$ cat config.mk
export PLATFORM = sky130hd
export DESIGN_NAME = lmsc_top
export DESIGN_NICKNAME = d
export VERILOG_FILES = /design/src/inc/lmsc_pkg.sv /design/src/rtl/lmsc_top.sv /design/src/rtl/lmsc_bright_gate.sv
export VERILOG_INCLUDE_DIRS = /design/src /design/src/inc
export SDC_FILE = /design/constraint.sdc
export NUM_CORES = 1
export LEC_CHECK = 0
export ABC_CLOCK_PERIOD_IN_PS = 10750
export BUFFER_PORTS_ARGS = -buffer_cell sky130_fd_sc_hd__buf_2
export CORE_MARGIN = 5
export CORE_UTILIZATION = 40
export CTS_BUF_LIST = sky130_fd_sc_hd__clkbuf_4
export DETAILED_ROUTE_END_ITERATION = 8
export PLACE_DENSITY_LB_ADDON = 0.08
export SLEW_MARGIN = 20
export SYNTH_ARGS = -nofsm -noshare
export SYNTH_HDL_FRONTEND = slang
export SYNTH_SLANG_ARGS = --single-unit
$ cat constraint.sdc
create_clock -name clk_i -period 10.75 [get_ports clk_i]
set_clock_uncertainty 0.1 [all_clocks]
set_input_delay 0.5375 -clock clk_i [delete_from_list [all_inputs] [get_ports clk_i]]
set_output_delay 0.5375 -clock clk_i [all_outputs]
set_load 0.005 [all_outputs]
$ cat src/inc/lmsc_cfg.svh
// Purpose: Named constants for the LED matrix scan controller.
// Assumes: Included by bare name; definitions only.
// Notes:   Register indices are word indices; byte address is four times the index.
`ifndef LMSC_CFG_SVH
`define LMSC_CFG_SVH

// Register word indices on the bus.
`define LMSC_IDX_SCAN    8'hB1
`define LMSC_IDX_BRIT    8'hB2
`define LMSC_IDX_STAT    8'hB3
`define LMSC_IDX_DATA    5'h18
// Reset values of the two control registers.
`define LMSC_SCAN_RST    8'h07
`define LMSC_BRIT_RST    8'h77
// Field positions in the scan control register.
`define LMSC_DUTY        7:6
`define LMSC_PSC         5:4
`define LMSC_HOLD        3
`define LMSC_MAIN        2:0
// Field positions in the brightness control register.
`define LMSC_STYLE       7
`define LMSC_SECOND      6:4
`define LMSC_DMXEN       3
`define LMSC_FIRST       2:0
// Duty codes.
`define LMSC_DUTY_OFF    2'h0
`define LMSC_DUTY_8      2'h1
`define LMSC_DUTY_9      2'h2
`define LMSC_DUTY_10     2'h3
// Prescaler terminal counts (divisor minus one).
`define LMSC_TC_64       6'h3F
`define LMSC_TC_32       6'h1F
`define LMSC_TC_16       6'h0F
`define LMSC_TC_8        6'h07
// Scan geometry.
`define LMSC_COMS        4'h4
`define LMSC_DMX_SLOTS   4'h8
`define LMSC_STEP_LAST   3'h7
`define LMSC_SEG_BASE    6'h20
`define LMSC_GRP_LO      6'h20
`define LMSC_GRP_HI      6'h27

`endif

$ cat src/inc/lmsc_pkg.sv
// Purpose: Types shared by the LED matrix scan controller files.
// Assumes: Constants live in lmsc_cfg.svh.
// Notes:   Holds types only.
package lmsc_pkg;
    // Scan mode of the controller.
    typedef enum logic [1:0]
    {
        LMSC_MODE_OFF = 2'b00,
        LMSC_MODE_BID = 2'b01,
        LMSC_MODE_DMX = 2'b10
    } lmsc_mode_e;
    // A three-bit brightness level.
    typedef logic [2:0] lmsc_lvl_t;
endpackage

$ cat src/rtl/lmsc_top.sv
// Purpose: Scan controller for a multiplexed LED array behind a Wishbone slave.
// Assumes: clk_i is the fast internal oscillator; reset is synchronous, active high.
// Notes:   Pins are two signals each, level and enable; the pad logic resolves the wire.
`timescale 1ns/1ns
`default_nettype none
`include "lmsc_cfg.svh"
module lmsc_top
    import lmsc_pkg::*;
(
    input  wire logic        clk_i,
    input  wire logic        rst_i,
    input  wire logic [9:0]  wb_adr_i,
    input  wire logic [31:0] wb_dat_i,
    input  wire logic [3:0]  wb_sel_i,
    input  wire logic        wb_we_i,
    input  wire logic        wb_cyc_i,
    input  wire logic        wb_stb_i,
    output logic [31:0]      wb_dat_o,
    output logic             wb_ack_o,
    output logic [7:0]       common_line_o,
    output logic [7:0]       common_line_oe_o,
    output logic [7:0]       segment_line_o,
    output logic [7:0]       segment_line_oe_o
);
    logic [7:0]  scan_ctl_q;          // Scan control register.
    logic [7:0]  brit_ctl_q;          // Brightness control register.
    logic [7:0]  led_data_q [0:7];    // LED on/off bits, eight LEDs per byte.
    logic        ack_q;               // Bus acknowledge.
    logic [31:0] rdata_q;             // Registered read data.
    logic [5:0]  pre_q;               // Prescaler counter.
    logic [2:0]  step_q;              // Brightness step within a slot.
    logic [3:0]  slot_q;              // Current scan slot.
    lmsc_mode_e  mode_q;              // Mode being scanned.
    lmsc_mode_e  mode_d;              // Mode the registers ask for.
    logic [5:0]  tc;                  // Selected prescaler terminal count.
    logic [3:0]  nslots;              // Slots per frame in the scanned mode.
    logic [3:0]  nseg;                // Segment lines used in matrix mode.
    logic        tick;                // One-cycle scan clock enable.
    logic        req;                 // New bus request this cycle.
    logic [7:0]  idx;                 // Word index of the access.
    logic [7:0]  com_d;               // Next common line levels.
    logic [7:0]  com_oe_d;            // Next common line enables.
    logic [7:0]  seg_d;               // Next segment line levels.
    logic [7:0]  seg_oe_d;            // Next segment line enables.
    logic [7:0]  on;                  // Per sink line: drive now.
    logic        seg_slot;            // Matrix slot scans a segment line.
    logic [3:0]  sidx;                // Segment index of a segment slot.

    assign idx = wb_adr_i[9:2];
    // A request is new only while no acknowledge is out, so each access acks once.
    assign req = wb_cyc_i & wb_stb_i & ~ack_q;

    // Decode the asked mode; dot matrix takes priority when both are enabled.
    always_comb
    begin
        if (brit_ctl_q[`LMSC_DMXEN])
            mode_d = LMSC_MODE_DMX;
        else if (scan_ctl_q[`LMSC_DUTY] != `LMSC_DUTY_OFF)
            mode_d = LMSC_MODE_BID;
        else
            mode_d = LMSC_MODE_OFF;
    end

    // Segment count follows the duty code; frame length does too outside dot-matrix mode.
    always_comb
    begin
        case (scan_ctl_q[`LMSC_DUTY])
            `LMSC_DUTY_8:  nseg = 4'h4;
            `LMSC_DUTY_9:  nseg = 4'h5;
            `LMSC_DUTY_10: nseg = 4'h6;
            default:       nseg = 4'h0;
        endcase
        if (mode_q == LMSC_MODE_DMX)
            nslots = `LMSC_DMX_SLOTS;
        else
            nslots = `LMSC_COMS + nseg;
    end

    // Prescaler terminal count selection.
    always_comb
    begin
        case (scan_ctl_q[`LMSC_PSC])
            2'h0:    tc = `LMSC_TC_64;
            2'h1:    tc = `LMSC_TC_32;
            2'h2:    tc = `LMSC_TC_16;
            default: tc = `LMSC_TC_8;
        endcase
    end

    // The freeze bit stops the scan clock; the counter also holds so it resumes in phase.
    assign tick = (pre_q >= tc) & ~scan_ctl_q[`LMSC_HOLD] & (mode_q != LMSC_MODE_OFF);

    // Prescaler counter; a shortened terminal count is caught by the compare.
    always_ff @(posedge clk_i)
    begin
        if (rst_i || mode_q == LMSC_MODE_OFF)
            pre_q <= 6'h00;
        else if (scan_ctl_q[`LMSC_HOLD])
            pre_q <= pre_q;
        else if (pre_q >= tc)
            pre_q <= 6'h00;
        else
            pre_q <= pre_q + 6'h01;
    end

    // Mode tracker; a mode change restarts the frame so no slot runs out of range.
    always_ff @(posedge clk_i)
    begin
        if (rst_i)
            mode_q <= LMSC_MODE_OFF;
        else
            mode_q <= mode_d;
    end

    // Step and slot counters advance on the scan clock.
    always_ff @(posedge clk_i)
    begin
        if (rst_i || mode_d != mode_q)
        begin
            step_q <= 3'h0;
            slot_q <= 4'h0;
        end
        else if (slot_q >= nslots)
        begin
            // A shorter geometry written mid-frame leaves the slot past the end, so restart.
            step_q <= 3'h0;
            slot_q <= 4'h0;
        end
        else if (tick)
        begin
            step_q <= step_q + 3'h1;
            if (step_q == `LMSC_STEP_LAST)
            begin
                if (slot_q >= nslots - 4'h1)
                    slot_q <= 4'h0;
                else
                    slot_q <= slot_q + 4'h1;
            end
        end
    end

    assign seg_slot = (slot_q >= `LMSC_COMS);
    assign sidx     = slot_q - `LMSC_COMS;

    // Per sink line: LED number, its bit, its brightness group and the gate.
    genvar j;
    generate
        for (j = 0; j < 8; j++)
        begin : g_line
            logic [5:0] num;      // LED number on this line in this slot.
            lmsc_lvl_t  lvl;      // Brightness level for that LED.
            logic       lit;      // LED is set on and exists.
            always_comb
            begin
                if (mode_q == LMSC_MODE_DMX)
                begin
                    num = {slot_q[2:0], 3'(j)};
                    lvl = brit_ctl_q[`LMSC_SECOND];
                    lit = 1'b1;
                end
                else if (seg_slot)
                begin
                    num = `LMSC_SEG_BASE + {sidx[3:0], 2'(j)};
                    lit = (j < 4);
                    if (num >= `LMSC_GRP_LO && num <= `LMSC_GRP_HI)
                        lvl = num[0] ? brit_ctl_q[`LMSC_SECOND]
                                     : brit_ctl_q[`LMSC_FIRST];
                    else
                        lvl = scan_ctl_q[`LMSC_MAIN];
                end
                else
                begin
                    num = {slot_q[2:0], 3'(j)};
                    lit = (4'(j) < nseg);
                    lvl = scan_ctl_q[`LMSC_MAIN];
                end
                lit = lit & led_data_q[num[5:3]][num[2:0]];
            end
            lmsc_bright_gate u_gate
            (
                .level_i (lvl),
                .step_i  (step_q),
                .boost_i (brit_ctl_q[`LMSC_STYLE]),
                .lit_i   (lit),
                .on_o    (on[j])
            );
        end
    endgenerate

    // Pin drive pattern; the pins must already be in LED function mode.
    always_comb
    begin
        com_d    = 8'h00;
        com_oe_d = 8'h00;
        seg_d    = 8'h00;
        seg_oe_d = 8'h00;
        case (mode_q)
            LMSC_MODE_DMX:
            begin
                // Row high on the scanned common; segments sink for lit dots.
                com_oe_d = 8'hFF;
                com_d[slot_q[2:0]] = 1'b1;
                seg_oe_d = 8'hFF;
                seg_d    = ~on;
            end
            LMSC_MODE_BID:
            begin
                // One line sources; the far ends of lit LEDs sink, others float.
                if (slot_q >= nslots)
                begin
                    // Stale slot outside the new geometry: float every line for that cycle.
                    com_d = 8'h00;
                end
                else if (seg_slot)
                begin
                    seg_oe_d[sidx[2:0]] = 1'b1;
                    seg_d[sidx[2:0]]    = 1'b1;
                    com_oe_d            = on & 8'h0F;
                end
                else
                begin
                    com_oe_d[slot_q[1:0]] = 1'b1;
                    com_d[slot_q[1:0]]    = 1'b1;
                    seg_oe_d              = on;
                end
            end
            default:
            begin
                // Scanning off: every line floats.
                com_d = 8'h00;
            end
        endcase
    end

    // Pin outputs come from flip-flops so no glitch reaches an LED.
    always_ff @(posedge clk_i)
    begin
        if (rst_i)
        begin
            common_line_o     <= 8'h00;
            common_line_oe_o  <= 8'h00;
            segment_line_o    <= 8'h00;
            segment_line_oe_o <= 8'h00;
        end
        else
        begin
            common_line_o     <= com_d;
            common_line_oe_o  <= com_oe_d;
            segment_line_o    <= seg_d;
            segment_line_oe_o <= seg_oe_d;
        end
    end

    // Control register writes; only byte lane 0 carries register data.
    always_ff @(posedge clk_i)
    begin
        if (rst_i)
        begin
            scan_ctl_q <= `LMSC_SCAN_RST;
            brit_ctl_q <= `LMSC_BRIT_RST;
        end
        else if (req && wb_we_i && wb_sel_i[0])
        begin
            if (idx == `LMSC_IDX_SCAN)
                scan_ctl_q <= wb_dat_i[7:0];
            if (idx == `LMSC_IDX_BRIT)
                brit_ctl_q <= wb_dat_i[7:0];
        end
    end

    // LED data bytes; they power up dark.
    always_ff @(posedge clk_i)
    begin
        if (rst_i)
        begin
            for (int k = 0; k < 8; k++)
                led_data_q[k] <= 8'h00;
        end
        else if (req && wb_we_i && wb_sel_i[0] && idx[7:3] == `LMSC_IDX_DATA)
            led_data_q[idx[2:0]] <= wb_dat_i[7:0];
    end

    // Acknowledge one cycle after the request, dropped the cycle after.
    always_ff @(posedge clk_i)
    begin
        if (rst_i)
            ack_q <= 1'b0;
        else
            ack_q <= req;
    end

    // Read mux; unmapped words read zero and still acknowledge.
    always_ff @(posedge clk_i)
    begin
        if (rst_i)
            rdata_q <= 32'h0000_0000;
        else if (req)
        begin
            if (idx == `LMSC_IDX_SCAN)
                rdata_q <= {24'h000000, scan_ctl_q};
            else if (idx == `LMSC_IDX_BRIT)
                rdata_q <= {24'h000000, brit_ctl_q};
            else if (idx == `LMSC_IDX_STAT)
                rdata_q <= {24'h000000, mode_q, step_q[2:1], slot_q};
            else if (idx[7:3] == `LMSC_IDX_DATA)
                rdata_q <= {24'h000000, led_data_q[idx[2:0]]};
            else
                rdata_q <= 32'h0000_0000;
        end
    end

    assign wb_ack_o = ack_q;
    assign wb_dat_o = rdata_q;
endmodule
`default_nettype wire

$ cat src/rtl/lmsc_bright_gate.sv
// Purpose: Decides whether a lit LED is driven in the current step of its slot.
// Assumes: Step counts 0..7 within one scan slot.
// Notes:   Purely combinational; one instance per sink line.
`timescale 1ns/1ns
`default_nettype none
module lmsc_bright_gate
    import lmsc_pkg::*;
(
    input  wire lmsc_lvl_t  level_i,
    input  wire logic [2:0] step_i,
    input  wire logic       boost_i,
    input  wire logic       lit_i,
    output logic            on_o
);
    // Uniform mode drives level+1 of eight steps; boost adds one step, capped at full slot.
    always_comb
    begin
        if (boost_i)
            on_o = lit_i & ({1'b0, step_i} <= ({1'b0, level_i} + 4'h1));
        else
            on_o = lit_i & (step_i <= level_i);
    end
endmodule
`default_nettype wire

**Word level (Yosys, flattened, before mapping)**

Memory sizes are Yosys's and may differ from the RTL's.
Index checks and enable logic that the tools add are counted.
Widths: inputs -> output; s select.

- Add/sub/neg operators: 14
- Order comparisons: 42
- Equal/unequal tests: 13
- Mux-type cells: 109
- Bitwise gates (word level): 31
- Reductions and logical operators: 21

Operator list:

| operator | count |
|---|---|
| $mux 6 | 17 |
| $mux 8 | 9 |
| $pmux 8 s2 | 4 |
| $mux 3 | 17 |
| $mux 1 | 42 |
| $lt 3x4->1 const B | 10 |
| $and 1x1->1 | 28 |
| $add 6x6->6 const A | 4 |
| $bmux 1 s3 | 8 |
| $eq 8x8->1 const B | 3 |
| $ge 6x6->1 const B | 4 |
| $le 6x6->1 const B | 4 |
| $mux 4 | 6 |
| $pmux 6 s3 | 1 |
| $add 3x1->4 const B | 4 |
| $le 3x4->1 | 4 |
| $lt 3x4->1 const A | 4 |
| $le 3x3->1 | 4 |
| $logic_and 1x1->1 | 10 |
| $pmux 3 s3 | 1 |
| $eq 2x2->1 const B | 4 |
| $ge 4x4->1 | 2 |
| $lt 1x4->1 const A | 2 |
| $lt 2x4->1 const A | 2 |
| other kinds (26) | 36 |

- Register bits after elaboration: 96
- Bits in writable memories: 64
- Logic and storage cells: 243
- Memories kept: 1

Memory list:

| name | depth | width | read ports | clocked after memory_dff | write ports | RTL line | text |
|---|---|---|---|---|---|---|---|
| led_data_q | 8 | 8 | 9 | 0 | 8 | lmsc_top.sv:27 | `logic [7:0] led_data_q [0:7];` |

**Longest topological paths before layout**

- Word-level depth: 14
- Gate-level depth with buffers: 17
- Mapped depth without buffers: 15

**Cells and area by module**

Synthesis repeated with hierarchy kept, for this count alone.

- Cell total of the unflattened synthesis: 1042
- Area, all modules: 9640.5 µm²

Modules (own cells, without submodules):

| module | instances | cells an instance | area each (µm²) | sequential area each (µm²) |
|---|---|---|---|---|
| lmsc_top | 1 | 858 | 8129.0 | 3303.2 |
| lmsc_bright_gate | 8 | 23 | 188.9 | 0.0 |

**Worst setup path before layout**

Ideal clock, no wire load.

- Path type: flip-flop to flip-flop
- From: register slot_q[2]
- To: register segment_line_o[3]
- Library setup time: 0.125 ns
- Data arrival time: 3.532 ns
- Required time: 10.525 ns
- Setup slack: 6.992 ns
- Cell stages (with the launch flop): 17
- Period minus slack after synthesis: 3.758 ns
- Cells stage by stage: dfxtp_1 -> clkbuf_1 -> inv_1 -> ha_1 -> and4b_1 -> a211oi_4 -> mux2i_1 -> inv_1 -> ha_1 -> inv_1 -> ha_1 -> nor2b_1 -> o21a_1 -> o2111ai_1 -> o311ai_1 -> a211oi_2 -> o22ai_1

- Longest elaborated chain between the ends: 13
- Elaborated cells on any way between the ends: 33
- Those cells by class: add/sub: 3; order compare: 8; mux: 15; bitwise: 4; reduce/logical: 2; memory: 1

RTL lines:

| element | RTL line | text |
|---|---|---|
| from (decl) | lmsc_top.sv:32 | `logic [3:0] slot_q;` |
| from (signal assigned) | lmsc_top.sv:137 | `slot_q <= slot_q + 4'h1;` |
| $sub 4x3->4 (no source line) | n/a |  |
| $add 6x6->6 (no source line) | n/a |  |
| $ge 6x6->1 (no source line) / $le 6x6->1 (equally long branches) | n/a |  |
| $logic_and 1x1->1 (no source line) | n/a |  |
| $mux 3 | lmsc_top.sv:165 | `` if (num >= `LMSC_GRP_LO && num <= `LMSC_GRP_HI) `` |
| $mux 3 | lmsc_top.sv:161 | `else if (seg_slot)` |
| $mux 3 | lmsc_top.sv:155 | `if (mode_q == LMSC_MODE_DMX)` |
| $add 3x1->4 | lmsc_bright_gate.sv:19 | `on_o = lit_i & ({1'b0, step_i} <= ({1'b0, level_i} + 4'h1));` |
| $le 3x4->1 | lmsc_bright_gate.sv:19 |  |
| $and 1x1->1 | lmsc_bright_gate.sv:19 |  |
| $mux 1 | lmsc_bright_gate.sv:18 | `if (boost_i)` |
| $not 8->8 | lmsc_top.sv:204 | `seg_d = ~on;` |
| $pmux 8 s2 (*) | lmsc_top.sv:197 | `case (mode_q)` |
| to (signal assigned) | lmsc_top.sv:249 | `segment_line_o <= seg_d;` |
| to (decl) | lmsc_top.sv:22 | `output logic [7:0] segment_line_o,` |

Every way passes the cells marked *; elsewhere a longest branch is shown, timed or not. The select of a mux whose other input is x is not followed.
A chain may end at the register's enable or synchronous reset.

**Worst setup path after layout**

- From: register slot_q[0]
- To: register common_line_oe_o[3]

- Longest elaborated chain between the ends: 14
- Elaborated cells on any way between the ends: 32
- Those cells by class: add/sub: 3; order compare: 8; mux: 15; bitwise: 3; reduce/logical: 2; memory: 1

RTL lines:

| element | RTL line | text |
|---|---|---|
| $sub 4x3->4 (no source line) | n/a |  |
| $add 6x6->6 (no source line) | n/a |  |
| $ge 6x6->1 (no source line) / $le 6x6->1 (equally long branches) | n/a |  |
| $logic_and 1x1->1 (no source line) | n/a |  |
| $mux 3 | lmsc_top.sv:165 |  |
| $mux 3 | lmsc_top.sv:161 |  |
| $mux 3 | lmsc_top.sv:155 |  |
| $add 3x1->4 | lmsc_bright_gate.sv:19 |  |
| $le 3x4->1 | lmsc_bright_gate.sv:19 |  |
| $and 1x1->1 | lmsc_bright_gate.sv:19 |  |
| $mux 1 | lmsc_bright_gate.sv:18 |  |
| $mux 4 | lmsc_top.sv:214 | `else if (seg_slot)` |
| $mux 4 (*) | lmsc_top.sv:209 | `if (slot_q >= nslots)` |
| $pmux 8 s2 (*) | lmsc_top.sv:197 |  |
| to (signal assigned) | lmsc_top.sv:248 | `common_line_oe_o <= com_oe_d;` |
| to (decl) | lmsc_top.sv:21 | `output logic [7:0] common_line_oe_o,` |

Marks and branches as above.

==> results.rst <==
.. list-table::
   :header-rows: 1

   * - Metric
     - Value
   * - Result of the run
     - complete, no violations
   * - Setup slack after layout
     - between 6 and 7 ns
   * - Maximum number of pins on one net before global-route repair
     - 54
   * - I/O pin count
     - approximately 120
   * - Synth async-reset ratio
     - 0%
   * - Most frequent CP cell
     - ha_1
   * - Max H-tree Level
     - 4
   * - Worst skew pair latency
     - 0.57 ns
   * - Die footprint
     - 0.0239 sq mm
   * - Routed Antenna Nets
     - 0
   * - Die Wd
     - between 150 and 200 um
   * - Accumulated negative setup slack
     - 0 ns
   * - Class of the worst hold path
     - in -> reg
   * - Final standard cell area without fillers
     - 0.00896 sq mm
   * - Max-slew violation total from the final report
     - 0
   * - TritonCTS clock tree
     - yes
   * - Worst Hold Launch
     - wb_dat_i[6]
   * - Total power
     - between 0.0009 and 0.001 W
   * - Drt via density
     - slightly below 6
   * - Filler Cells Inserted
     - between 2,000 and 2,500
   * - Top post-synthesis cells by count
     - nor2_1, dfxtp_1, edfxtp_1
   * - Min Clock Period, post-route
     - 4.70 ns
   * - # clock sinks
     - 133
   * - Final clock period utilization by the worst path
     - between 40 and 50%
   * - Global-route wire length before repair
     - approximately 39 mm
   * - Syn Area/Cell
     - between 9 and 10 sq um
   * - Global router's overall resource usage
     - 21.4%
   * - Setup repair after global routing missed its margin
     - no
   * - Growth of design area from synthesis to finish
     - 6.96%
   * - Stage delay of the slowest cell on the critical path
     - roughly 0.47 ns
   * - TritonRoute pass-1 iters
     - 5
   * - Crit path cell chain
     - buf_4 -> clkinv_1 -> ha_1 -> nand2b_1 -> a211oi_4 -> mux2i_1 -> inv_1 -> ha_1 -> inv_1 -> ha_1 -> nor2b_1 -> o21a_1 -> o2111ai_1 -> o311ai_1 -> a211oi_2 -> o2bb2ai_1
   * - Static Leakage
     - 3.53 nW
   * - Kind of start point of the critical path
     - flip-flop
   * - Number of flops mapped to enable cells by yosys
     - 64
   * - Portion of total power attributed to the clock network
     - approximately a third
   * - Core Rows
     - 53
   * - Switching portion of total power
     - around 27%
   * - Total core area
     - ~0.021 sq mm
   * - Sequential share of power
     - roughly three fifths
   * - Port Buf Inserts
     - 62
   * - Crit-path slowest cell
     - clkinv_1
   * - Most frequent cell after synthesis
     - nor2_1
   * - Actual slew at the worst max-slew pin
     - roughly 1.1 ns
   * - Clock Tree Buf Depth
     - 2
   * - Setup Slack @ Placement
     - about 6 ns
   * - Post-Syn Area
     - between 0.008 and 0.009 sq mm
   * - Seq cells post-synth
     - around 130
   * - Ratio of cells with drive above 1 in the final layout
     - 18.7%
   * - Peak supply drop
     - between 0.06 and 0.07 mV
   * - Share of the synthesized area in the top cell type
     - ~23%
   * - Leading cell types by total area after synthesis
     - edfxtp_1, dfxtp_1, ha_1
   * - Number of hold-slack violations in the final timing report
     - 0
   * - Net Sw Power
     - between 0.0002 and 0.00025 W
   * - Required time at the endpoint of the critical path
     - approximately 11 ns
   * - Sort of element at the end of the critical path
     - flip-flop
   * - Number of CTS-inserted buffers
     - 17
   * - Met1 demand-to-capacity share in global routing
     - between 20 and 30%
   * - Number of antenna violations at the first check in global routing
     - 1
   * - Post_cts resized
     - 0
   * - Library cell occupying the most area in the post-synthesis netlist
     - edfxtp_1
   * - Count of buffers added by post-CTS timing repair for setup
     - 0
   * - Number of DRC violations after detailed routing
     - 0
   * - Gr ovfl total
     - 0
   * - Net total in the final layout
     - 983
   * - Area of the multi-input gates
     - approximately 0.0046 sq mm
   * - Storage element area
     - roughly 0.0033 sq mm
   * - Category of the most critical setup path
     - reg -> reg
   * - Cell-internal power
     - roughly 0.00068 W
   * - Reg2Reg Launch Point
     - slot_q[0]$_SDFFE_PP0P_
   * - Final weighted congestion of routability-driven global placement
     - between 0.8 and 0.9
   * - Portion of total power attributed to combinational logic
     - roughly 7%
   * - Maximum achievable frequency
     - between 200 and 250 MHz
   * - Detail Placement HPWL
     - roughly 19 mm
   * - CTS Hold Bufs
     - 0
   * - Sequential fraction of the synthesis area
     - about two fifths
   * - Global routing usage on met2
     - approximately 35%
   * - Highest net fanout along the worst path
     - 19
   * - Most instantiated flip-flop cell in the synthesis netlist
     - dfxtp_1
   * - Busiest layer in global routing
     - met2
   * - YS warnings
     - 0
   * - CTS clk-pin slew, worst paths
     - around 0.13 ns
   * - Routed length per placed instance
     - approximately 22 um
   * - Power per cell area
     - 103 mW/mm^2
   * - Worst rel slew slack
     - between 20% and 30%
   * - Crit path DAT
     - a little over 5 ns
   * - First DRT Iteration DRCs
     - 661
   * - Final wirelength
     - between 20 and 30 mm
   * - Cell total after placement
     - approximately 1,100
   * - Standard cell area after detailed placement
     - between 0.008 and 0.009 sq mm
   * - Via count
     - 6,896
   * - Maximum Capacitance Violations
     - 0
   * - Worst Setup SP
     - slot_q[0]$_SDFFE_PP0P_
   * - Number of standard cells after synthesis
     - around 850
   * - Overall die height
     - roughly 150 um
   * - Initial core utilization
     - about two fifths
   * - Number of global-route vias before repair
     - between 6,000 and 7,000
   * - Met3 track utilization from global routing
     - between 4 and 5%
   * - CTS Root Cell
     - clkbuf_4
   * - Count of endpoints failing setup in the final report
     - 0
   * - Unique cell type count in the Yosys netlist
     - between 80 and 90
   * - Final cell count without fillers
     - approximately 1,200
[per-layer routing]
metal / vias up / part of all wire (%)
met1: 3386 / 45
met2: 292 / 47
met4: 0 / 1.8
li1: 3177 / -
met3: 41 / 6.7
met5: - / 0
[layout make-up]
cell class,instances,area share [%]
antenna,1,0.0279
clock inverter,13,1.23
multi-input combinational,632,51.3
clock buffer,17,1.42
sequential,133,36.9
timing repair buffer,69,4.05
tap,275,3.84
inverter,31,1.30
[critical path: cells and delay by family, from the launching register on]
kind | cells | cell delay, ns
adders and majority gates | 3 | 1.03
AOI/OAI and AO/OA | 6 | 1.52
buffers and inverters | 4 | 0.90
and+or+nand+nor | 2 | 0.35
DFF | 1 | 0.33
muxes | 1 | 0.40
[kinds of logic after synthesis]
logic type | count (synthesis) | share of synthesized area [%]
and+or+nand+nor | 305 | 20.3
AOI/OAI and AO/OA | 201 | 17.4
DFF | 133 | 39.4
buffers and inverters | 109 | 6.80
adders and majority gates | 48 | 7.17
muxes | 41 | 7.49
xor gates and xnor gates | 13 | 1.36
other | 1 | 0.0448
[through the flow]
step	hold WS [ns]	util [%]
4_1_cts	0.273	43.0
5_1_grt	0.270	43.0
3_5_place_dp	0.383	41.9
6_report	0.289	43.0
3_3_place_gp	0.380	41.9
2_1_floorplan	0.351	-
[registers in the layout, summed over array words and instances, names as in the netlist]
name,cells
led_data_q,64
brit_ctl_q,8
common_line_o,8
scan_ctl_q,8
segment_line_o,8
segment_line_oe_o,8
wb_dat_o,8
pre_q,6
common_line_oe_o,5
slot_q,4
step_q,3
mode_q,2
wb_ack_o,1
[final timing paths]
path / cells after the start / endpoint / slack, ns
worst max-delay path: 16 / common_line_oe_o[3]$_SDFF_PP0_ / 6.05
worst max register to register: 16 / common_line_oe_o[3]$_SDFF_PP0_ / 6.05
worst min-delay path: 2 / led_data_q[2][6]$_SDFFCE_PN0P_ / 0.29
worst min register to register: 2 / wb_dat_o[2]$_SDFFE_PP0P_ / 0.40
[power by group through the flow]
stage | combinational, W | clock, W | sequential (W)
4_1_cts | 0.0000635 | 0.000320 | 0.000550
5_1_grt | 0.0000676 | 0.000338 | 0.000551
3_3_place_gp | 0.0000629 | 0 | 0.000561
6_report | 0.0000633 | 0.000311 | 0.000550
3_5_place_dp | 0.0000633 | 0 | 0.000561
2_1_floorplan | 0.0000457 | 0 | 0.000557
[layout by cell type (no fill, tap or decap), types with 15 or more instances in the layout]
master,n
nor2_1,70
dfxtp_1,69
edfxtp_1,64
buf_2,62
and2_1,53
ha_1,47
a21oi_1,41
nand2_1,30
o21ai_0,29
nor3_1,29
inv_1,28
nand3_1,25
conb_1,24
clkbuf_4,17
mux4_2,16
nor2b_1,15
Note: power is estimated with default switching activity, not from simulation.
